**config.mk**
```make
export PLATFORM = sky130hd
export DESIGN_NAME = event_timer
export DESIGN_NICKNAME = d
export VERILOG_FILES = /design/src/core/event_timer_pkg.sv /design/src/core/match_store_if.sv /design/src/core/event_timer.sv /design/src/core/match_store.sv
export SDC_FILE = /design/constraint.sdc
export NUM_CORES = 1
export LEC_CHECK = 0
export BUFFER_PORTS_ARGS = -buffer_cell sky130_fd_sc_hd__buf_2
export CAP_MARGIN = 40
export CORE_MARGIN = 2
export CORE_UTILIZATION = 66
export CTS_CLUSTER_DIAMETER = 40
export CTS_CLUSTER_SIZE = 16
export DETAILED_ROUTE_END_ITERATION = 8
export PLACE_DENSITY = 0.91
export SYNTH_ARGS = -nofsm -noshare
export SYNTH_HDL_FRONTEND = slang
export SYNTH_HIERARCHICAL = 1
export SYNTH_SLANG_ARGS = --single-unit
```
**constraint.sdc**
```tcl
create_clock -name sys_clk -period 11.4 [get_ports sys_clk]
set_input_delay 0.57 -clock sys_clk [delete_from_list [all_inputs] [get_ports sys_clk]]
set_output_delay 0.57 -clock sys_clk [all_outputs]
set_load 0.03 [all_outputs]
```
**src/core/event_timer_pkg.sv**
```systemverilog
// constants and types shared by the event timer and its match store
`default_nettype none
package event_timer_pkg;
    localparam int timer_width = 16;
    localparam int cmd_width = 8;
    localparam int pin_count = 6;
    localparam int store_depth = 8;
    // command byte fields
    localparam int cmd_timer2_bit = 6;
    localparam int cmd_set_bit = 5;
    localparam int cmd_always_bit = 4;
    localparam int cmd_pin_lsb = 0;
    localparam int cmd_pin_width = 4;
    // this pin number is the one internal action: it clears the second counter
    localparam logic [3:0] pin_reset_timer2 = 4'he;
    // documented example commands
    localparam logic [7:0] cmd_set_pin0 = 8'h30;
    localparam logic [7:0] cmd_clear_pin0 = 8'h10;
    localparam logic [7:0] cmd_set_pin1 = 8'h31;
    localparam logic [7:0] cmd_clear_pin1 = 8'h11;
    // status byte layout
    localparam int status_busy_bit = 6;
    localparam logic [7:0] status_reset = 8'h00;
    localparam logic [15:0] timer_reset = 16'h0000;
    // holding register to store transfer time
    localparam int load_time_ns = 800;
    localparam int clock_period_ns = 100;
    localparam int load_cycles = (load_time_ns + clock_period_ns - 1)
        / clock_period_ns;
    localparam logic [3:0] load_cycles_count = 4'(load_cycles);
    typedef enum logic {src_pin, src_capture} source_type;
endpackage : event_timer_pkg
`default_nettype wire

```
**src/core/match_store_if.sv**
```systemverilog
// wires between the event timer and its match store
`default_nettype none
interface match_store_if;
    logic load_valid;           // write a new entry
    logic [7:0] load_cmd;       // command of the entry
    logic [15:0] load_time;     // match time of the entry
    logic store_full;           // no free entry
    logic [15:0] free_running_timer_now;    // free running time
    logic [15:0] timer2_now;    // second counter time
    logic fire;                 // one entry matched the cycle before
    logic [7:0] fire_cmd;       // command of the matched entry
    modport top(output load_valid, load_cmd, load_time, free_running_timer_now,
        timer2_now, input store_full, fire, fire_cmd);
    modport store(input load_valid, load_cmd, load_time, free_running_timer_now,
        timer2_now, output store_full, fire, fire_cmd);
endinterface : match_store_if
`default_nettype wire

```
**src/core/event_timer.sv**
```systemverilog
// second event counter with scheduled output unit
`default_nettype none
// What this block does
// pin rising edge clears second counter
// command clears second counter on match
// modulo via commands uses one store entry, reloaded after each match
// capture input zero may reset counter
// capture input zero has own interrupt
// capture input one may clock counter
// command encodes timer, action, pin
// low command bits select the pin
// event executes when timer equals time
// software polls busy bit six first
// software spaces loads eight states apart
// software writes command before time
module event_timer (
    input wire logic sys_clk,
    input wire logic resetn,
    input wire logic external_count_clock_pin,
    input wire logic external_count_reset_pin,
    input wire logic capture0_pin,
    input wire logic capture1_pin,
    input wire logic clock_source_sel,
    input wire logic reset_source_sel,
    input wire logic cmd_write,
    input wire logic [7:0] cmd_data,
    input wire logic time_write,
    input wire logic [15:0] time_data,
    output logic [15:0] free_running_timer,
    output logic [15:0] timer2,
    output logic [7:0] output_status_register,
    output logic [5:0] scheduled_pins,
    output logic capture0_irq,
    output logic event_irq
);
    // wires to the match store; the store owns compare and retire
    match_store_if ms();
    event_timer_pkg::source_type clk_src; // counter clock source
    event_timer_pkg::source_type rst_src; // counter reset source
    logic [3:0] sync_a;                   // first sync stage, feeds b only
    logic [3:0] sync_b;                   // second sync stage
    logic [3:0] sync_c;                   // delayed copy for edges
    logic [7:0] output_event_command;     // command byte latch
    logic hold_full;                      // holding register busy
    logic [7:0] hold_cmd;                 // held command
    logic [15:0] hold_time;               // held event time
    logic [3:0] load_count;               // transfer delay counter
    logic clk_rise;                       // counter clock edge
    logic rst_rise;                       // counter reset edge
    logic cap0_rise;                      // capture zero edge
    logic match_reset;                    // store reset of counter
    logic [3:0] fire_pin;                 // pin of matched entry

    // source selects are levels from logic on this clock, so they need
    // no synchroniser; edges are found on each pin before the select,
    // so switching them never makes a stray edge
    assign clk_src = clock_source_sel ? event_timer_pkg::src_capture
        : event_timer_pkg::src_pin;
    assign rst_src = reset_source_sel ? event_timer_pkg::src_capture
        : event_timer_pkg::src_pin;

    // pins are asynchronous to sys_clk; two stages settle them
    // two flops per pin; stage a feeds only stage b
    // a third flop keeps the previous sample for the edge detectors
    always_ff @(posedge sys_clk or negedge resetn) begin
        if (!resetn) begin
            sync_a <= 4'h0;
            sync_b <= 4'h0;
            sync_c <= 4'h0;
        end else begin
            sync_a <= {capture1_pin, capture0_pin,
                external_count_reset_pin, external_count_clock_pin};
            sync_b <= sync_a;
            sync_c <= sync_b;
        end
    end

    // capture zero edge, shared by the interrupt and the reset mux
    assign cap0_rise = sync_b[2] && !sync_c[2];
    // pick the counter clock edge
    assign clk_rise = (clk_src == event_timer_pkg::src_capture) ?
        (sync_b[3] && !sync_c[3]) : (sync_b[0] && !sync_c[0]);
    // pick the counter reset edge
    assign rst_rise = (rst_src == event_timer_pkg::src_capture) ?
        cap0_rise : (sync_b[1] && !sync_c[1]);
    // pin code of the entry that fired this cycle
    assign fire_pin = ms.fire_cmd[event_timer_pkg::cmd_pin_lsb +:
        event_timer_pkg::cmd_pin_width];
    // a fired entry carrying the reserved reset code clears the second
    // counter; the entry retires, so a repeat needs a software reload
    assign match_reset = ms.fire &&
        (fire_pin == event_timer_pkg::pin_reset_timer2);

    // free running timer counts every clock
    // it wraps at the top; event times wrap with it, so any time from ten counts
    // past the timer in the time write cycle up to the full range can be scheduled
    always_ff @(posedge sys_clk or negedge resetn) begin
        if (!resetn) begin
            free_running_timer <= event_timer_pkg::timer_reset;
        end else begin
            free_running_timer <= free_running_timer + 16'h0001;
        end
    end

    // second counter; a reset beats a count in the same cycle
    // pin edges act three clocks after the pin rises, a store reset
    // two clocks after the match; both delays are fixed
    always_ff @(posedge sys_clk or negedge resetn) begin
        if (!resetn) begin
            timer2 <= event_timer_pkg::timer_reset;
        end else if (rst_rise || match_reset) begin
            timer2 <= event_timer_pkg::timer_reset;
        end else if (clk_rise) begin
            timer2 <= timer2 + 16'h0001;
        end
    end

    // capture zero interrupt pulse, regardless of reset source
    // raised even when capture zero also resets the counter, so
    // software can still run a task once per revolution
    always_ff @(posedge sys_clk or negedge resetn) begin
        if (!resetn) begin
            capture0_irq <= 1'b0;
        end else begin
            capture0_irq <= cap0_rise;
        end
    end

    // command byte is latched; the time write commits both
    // writing the command alone never schedules anything, which lets
    // software prepare the command well ahead of the time
    always_ff @(posedge sys_clk or negedge resetn) begin
        if (!resetn) begin
            output_event_command <= 8'h00;
        end else if (cmd_write) begin
            output_event_command <= cmd_data;
        end
    end

    // holding register; a write while busy overwrites it
    // the transfer delay gives the store its load slot; a second time
    // write inside it replaces the held event, hence the busy poll
    // a full store keeps the event here and busy stays high
    always_ff @(posedge sys_clk or negedge resetn) begin
        if (!resetn) begin
            hold_full <= 1'b0;
            hold_cmd <= 8'h00;
            hold_time <= event_timer_pkg::timer_reset;
            load_count <= 4'h0;
        end else if (time_write) begin
            hold_full <= 1'b1;
            hold_cmd <= output_event_command;
            hold_time <= time_data;
            load_count <= event_timer_pkg::load_cycles_count;
        end else if (hold_full) begin
            // count down the transfer delay first
            if (load_count != 4'h0) begin
                load_count <= load_count - 4'h1;
            end else if (!ms.store_full) begin
                hold_full <= 1'b0; // moved into the store
            end
        end
    end

    // the store sees a load only once the delay has run out
    // both timers go to the store; each entry picks one by its command
    assign ms.load_valid = hold_full && (load_count == 4'h0);
    assign ms.load_cmd = hold_cmd;
    assign ms.load_time = hold_time;
    assign ms.free_running_timer_now = free_running_timer;
    assign ms.timer2_now = timer2;

    // the match store keeps its own entry table and retires one entry
    // per clock; of simultaneous matches the lowest index fires, the rest in a later clock in which they match
    match_store store_inst (
        .sys_clk(sys_clk),
        .resetn(resetn),
        .bus(ms.store)
    );

    // matched events drive pins; set bit picks level
    // codes six and above are not pins; the reset code is handled
    // above and the other codes leave the pins alone
    always_ff @(posedge sys_clk or negedge resetn) begin
        if (!resetn) begin
            scheduled_pins <= 6'h00;
        end else if (ms.fire &&
            fire_pin < 4'(event_timer_pkg::pin_count)) begin
            scheduled_pins[fire_pin[2:0]] <=
                ms.fire_cmd[event_timer_pkg::cmd_set_bit];
        end
    end

    // event interrupt when the command asks for it
    // the request bit sits inside the pin field, so some pin codes
    // always interrupt; the logic reads bit 2, two below cmd_always_bit
    always_ff @(posedge sys_clk or negedge resetn) begin
        if (!resetn) begin
            event_irq <= 1'b0;
        end else begin
            event_irq <= ms.fire &&
                ms.fire_cmd[event_timer_pkg::cmd_always_bit - 2];
        end
    end

    // status: busy bit plus pin levels in the low bits
    // pins show as they stood one clock earlier, since the status
    // byte is registered from the registered pins
    // busy includes the write cycle itself, so a poll right after
    // the write already sees it
    always_ff @(posedge sys_clk or negedge resetn) begin
        if (!resetn) begin
            output_status_register <= event_timer_pkg::status_reset;
        end else begin
            output_status_register <= {1'b0, hold_full || time_write,
                scheduled_pins};
        end
    end
endmodule : event_timer
`default_nettype wire

```
**src/core/match_store.sv**
```systemverilog
// event match store: pending commands compared to the timers
`default_nettype none
module match_store (
    input wire logic sys_clk,
    input wire logic resetn,
    match_store_if.store bus
);
    localparam int depth = event_timer_pkg::store_depth;
    logic [depth-1:0] used;              // entry holds an event
    logic [7:0] cmd [depth];             // stored commands
    logic [15:0] when [depth];           // stored times
    logic [depth-1:0] hit;               // entry matches now
    logic [$clog2(depth)-1:0] free_idx;  // lowest free entry
    logic [$clog2(depth)-1:0] hit_idx;   // lowest matching entry
    logic any_hit;                       // some entry matches

    // compare each used entry to the timer it selects
    always_comb begin
        for (int i = 0; i < depth; i++) begin
            hit[i] = used[i] && (when[i] ==
                (cmd[i][event_timer_pkg::cmd_timer2_bit] ?
                bus.timer2_now : bus.free_running_timer_now));
        end
    end

    // priority picks: lowest index wins
    always_comb begin
        free_idx = '0;
        hit_idx = '0;
        any_hit = 1'b0;
        for (int i = depth - 1; i >= 0; i--) begin
            if (!used[i]) begin
                free_idx = ($clog2(depth))'(i);
            end
            if (hit[i]) begin
                hit_idx = ($clog2(depth))'(i);
                any_hit = 1'b1;
            end
        end
    end

    assign bus.store_full = &used;

    // one entry retires per cycle; others wait for the next compare
    always_ff @(posedge sys_clk or negedge resetn) begin
        if (!resetn) begin
            used <= '0;
        end else begin
            if (any_hit) begin
                used[hit_idx] <= 1'b0;
            end
            if (bus.load_valid && !bus.store_full) begin
                used[free_idx] <= 1'b1;
            end
        end
    end

    // entry contents, no reset needed behind the used flags
    always_ff @(posedge sys_clk) begin
        if (bus.load_valid && !bus.store_full) begin
            cmd[free_idx] <= bus.load_cmd;
            when[free_idx] <= bus.load_time;
        end
    end

    // registered match output
    always_ff @(posedge sys_clk or negedge resetn) begin
        if (!resetn) begin
            bus.fire <= 1'b0;
            bus.fire_cmd <= 8'h00;
        end else begin
            bus.fire <= any_hit;
            bus.fire_cmd <= any_hit ? cmd[hit_idx] : 8'h00;
        end
    end
endmodule : match_store
`default_nettype wire

```
==> summary.md <==
| Metric | Value |
|---|---|
| Number of global-route vias before repair | `9083` |
| Maximum operating frequency | `between 200 and 300 MHz` |
| Tightest Pin Transition | `0.981 ns` |
| Routed wire length | `34.2 mm` |
| Req. time, crit path | `between 10 and 15 ns` |
| Count of yosys warnings during synthesis | `6` |
| Global-route wire length before repair | `around 52 mm` |
| Synth Net Count | `1017` |
| Critical path start-end classification | `reg2reg` |
| Num CTS Buffers | `37` |
| Maximum number of pins on one net before global-route repair | `57` |
| IO Pins | `82` |
| Max cap viols | `0` |
| Final Wtd Congestion | `0.961` |
| H-tree lvl count | `2` |
| Detailed Place HPWL | `21.6 mm` |
| Average routed wire per standard cell | `25.6 um` |
| Port Buffers | `78` |
| Number of search-and-repair iterations in the first detailed-routing pass | `6` |
| Clock transition at the registers of the reported paths | `about 0.060 ns` |
| Max Clock Skew | `around 0.014 ns` |
| Die extent in y | `146 um` |
| Layout cells sized above 1 | `between 15 and 20%` |
| Final setup violation count | `0` |
| Leakage power summed over all cells | `5.89 nW` |
| Number of buffers inserted by hold repair at cts | `0` |
| Via total after detailed routing | `9093` |
| Initial antenna violation count | `0` |
| Crit end category | `flop` |
| Hold crit path type | `in2async` |
| CORE AREA | `20100 sq um` |
| # fillers | `1135` |
| Part of the cycle the worst path needs | `roughly a third` |
| Clock latency at the later pin of the worst-skew pair | `approximately 0.52 ns` |
| Total number of clock tree sinks | `approximately 280` |
| Final layout net count | `about 1.1k` |
| Root buf cell | `sky130_fd_sc_hd__clkbuf_16` |
| Detailed router's first-iteration violation count | `around 1.0k` |
| Nature of the critical path startpoint | `flop` |
| Final number of max-transition violations | `0` |
| Area growth from synthesis to layout | `14.0%` |
| Power density normalized to cell area | `176 nW/um^2` |
| Multi-input gate area in the final layout | `5050 sq um` |
| Post-CTS Resized | `0` |
| Unrepaired setup endpoints after global routing | `no` |
| Effective utilization at floorplan | `between 60 and 70%` |
| Netlist area before placement | `13400 sq um` |
| CTS tree | `done` |
| Remaining number of nets flagged by the antenna check after routing | `0` |
| Post-CTS setup-driven buffer insertion count | `0` |
| Total congestion overflow | `0` |
| Die area | `21400 sq um` |
| Total routing usage reported by global routing | `32.1%` |
| Endpoint arrival time on the critical path | `4.02 ns` |
| Reg area | `7940 sq um` |
| Total Neg Setup Slack | `0 ns` |
| Via density | `6.80` |
| Tightest slew margin relative to the limit | `34.0%` |
| Cell count after placement | `1272` |
| Filler-free cell count of the finished design | `~1.3k` |
| Max Fanout on Critical Path | `16` |
| Worst vdd ir | `0.132 mV` |
| Num rows | `52` |
| Number of buffers between clock root and the deepest sink | `3` |
| Status | `finished, final reports clean` |
| Remaining DRCs | `0` |
| Synthesized instance count | `980` |
| Final Hold Viols | `0` |
| Die outline width | `146 um` |
| Clock period minus worst slack | `3.63 ns` |
| Syn_area_per_cell | `around 14 sq um` |
| Fraction of the core area covered by cells at the end of the flow | `76.0%` |
## critical path, stage by stage (launching register included)
cell and delay (ns):
sky130_fd_sc_hd__edfxtp_1 0.96, sky130_fd_sc_hd__mux2i_1 0.32, sky130_fd_sc_hd__xor2_1 0.19, sky130_fd_sc_hd__nand4_1 0.14, sky130_fd_sc_hd__nor4_1 0.62, sky130_fd_sc_hd__nand2_1 0.49, sky130_fd_sc_hd__o221ai_1 0.22, sky130_fd_sc_hd__o221ai_1 0.19
sky130_fd_sc_hd__a311oi_1 0.35
## per-layer routing
layer / vias to the layer above / part of all wire [%] / GRT usage [%]
met5: - / 0 / 0
met4: 0 / 4.8 / 16.1
met3: 152 / 10 / 7.00
met2: 646 / 48 / 51.9
met1: 4510 / 37 / 41.5
li1: 3785 / - / -
## cell type report
| type | count | area share [%] |
|---|---|---|
| tap | 270 | 2.21 |
| multi-input combinational | 616 | 33.1 |
| clock inverter | 22 | 2.19 |
| clock buffer | 43 | 6.48 |
| sequential | 282 | 52.0 |
| inverter | 14 | 0.344 |
| antenna | 1 | 0.0164 |
| timing repair buffer | 90 | 3.69 |
## final timing paths
path                            slack [ns]  cells after the start                           start                                   end
worst max-delay path                  7.77                      8  store_inst/cmd[0][6]$_DFFE_PP_  store_inst/bus.fire_cmd[3]$_DFF_PN0_
worst min-delay path                  0.10                      1                          resetn                   sync_c[0]$_DFF_PN0_
worst max register to register        7.77                      8  store_inst/cmd[0][6]$_DFFE_PP_  store_inst/bus.fire_cmd[3]$_DFF_PN0_
worst min register to register        0.35                      0             sync_a[3]$_DFF_PN0_                   sync_b[3]$_DFF_PN0_
max in group asynchronous            10.18                      2                          resetn               hold_cmd[5]$_DFFE_PN0P_
min in group sys_clk                  0.17                      1        external_count_reset_pin                   sync_a[1]$_DFF_PN0_
## cell usage in the layout (no fill, tap or decap), drive strengths merged, types with 8 or more instances in the layout
cell type / instances
o31ai: 13
o21ai: 11
nor4: 27
nand3: 16
inv: 22
and2: 11
nor3: 8
xor2: 36
buf: 90
a21oi: 16
clkbuf: 43
mux2: 34
o221ai: 10
nand3b: 15
dfrtp: 106
mux2i: 129
nand2: 32
edfxtp: 176
a2111oi: 11
xnor2: 115
or4: 8
nor2: 27
nand4: 18
## per-stage QoR
| stage | setup slack, ns | instance area (sq um) | total power (W) | hold slack, ns |
|---|---|---|---|---|
| 6_report | 7.77 | 15300 | 0.00268 | 0.101 |
| 5_1_grt | 7.69 | 15300 | 0.00275 | 0.155 |
| 4_1_cts | 7.81 | 15300 | 0.00269 | 0.122 |
| 3_5_place_dp | 7.97 | 13900 | 0.00145 | 0.340 |
| 3_3_place_gp | 8.16 | 13800 | 0.00143 | 0.333 |
| 2_1_floorplan | 7.77 | 13400 | 0.00136 | 0.274 |
## sequential cells by signal, summed over array words and instances (netlist names)
register	count
capture0_irq	1
event_irq	1
free_running_timer	16
hold_cmd	6
hold_full	1
hold_time	16
load_count	4
output_event_command	6
output_status_register	7
scheduled_pins	6
store_inst/bus.fire	1
store_inst/bus.fire_cmd	5
store_inst/cmd	48
store_inst/used	8
store_inst/when	128
sync_a	4
sync_b	4
sync_c	4
timer2	16
## power breakdown
part / total, W / internal [W] / leakage, nW / switching [W]
logic: 0.000191 / 0.0000809 / 2.31 / 0.000110
clock network: 0.00124 / 0.000791 / 0.643 / 0.000446
registers: 0.00125 / 0.00116 / 2.93 / 0.0000956
Power figures use the tool's default switching activity.
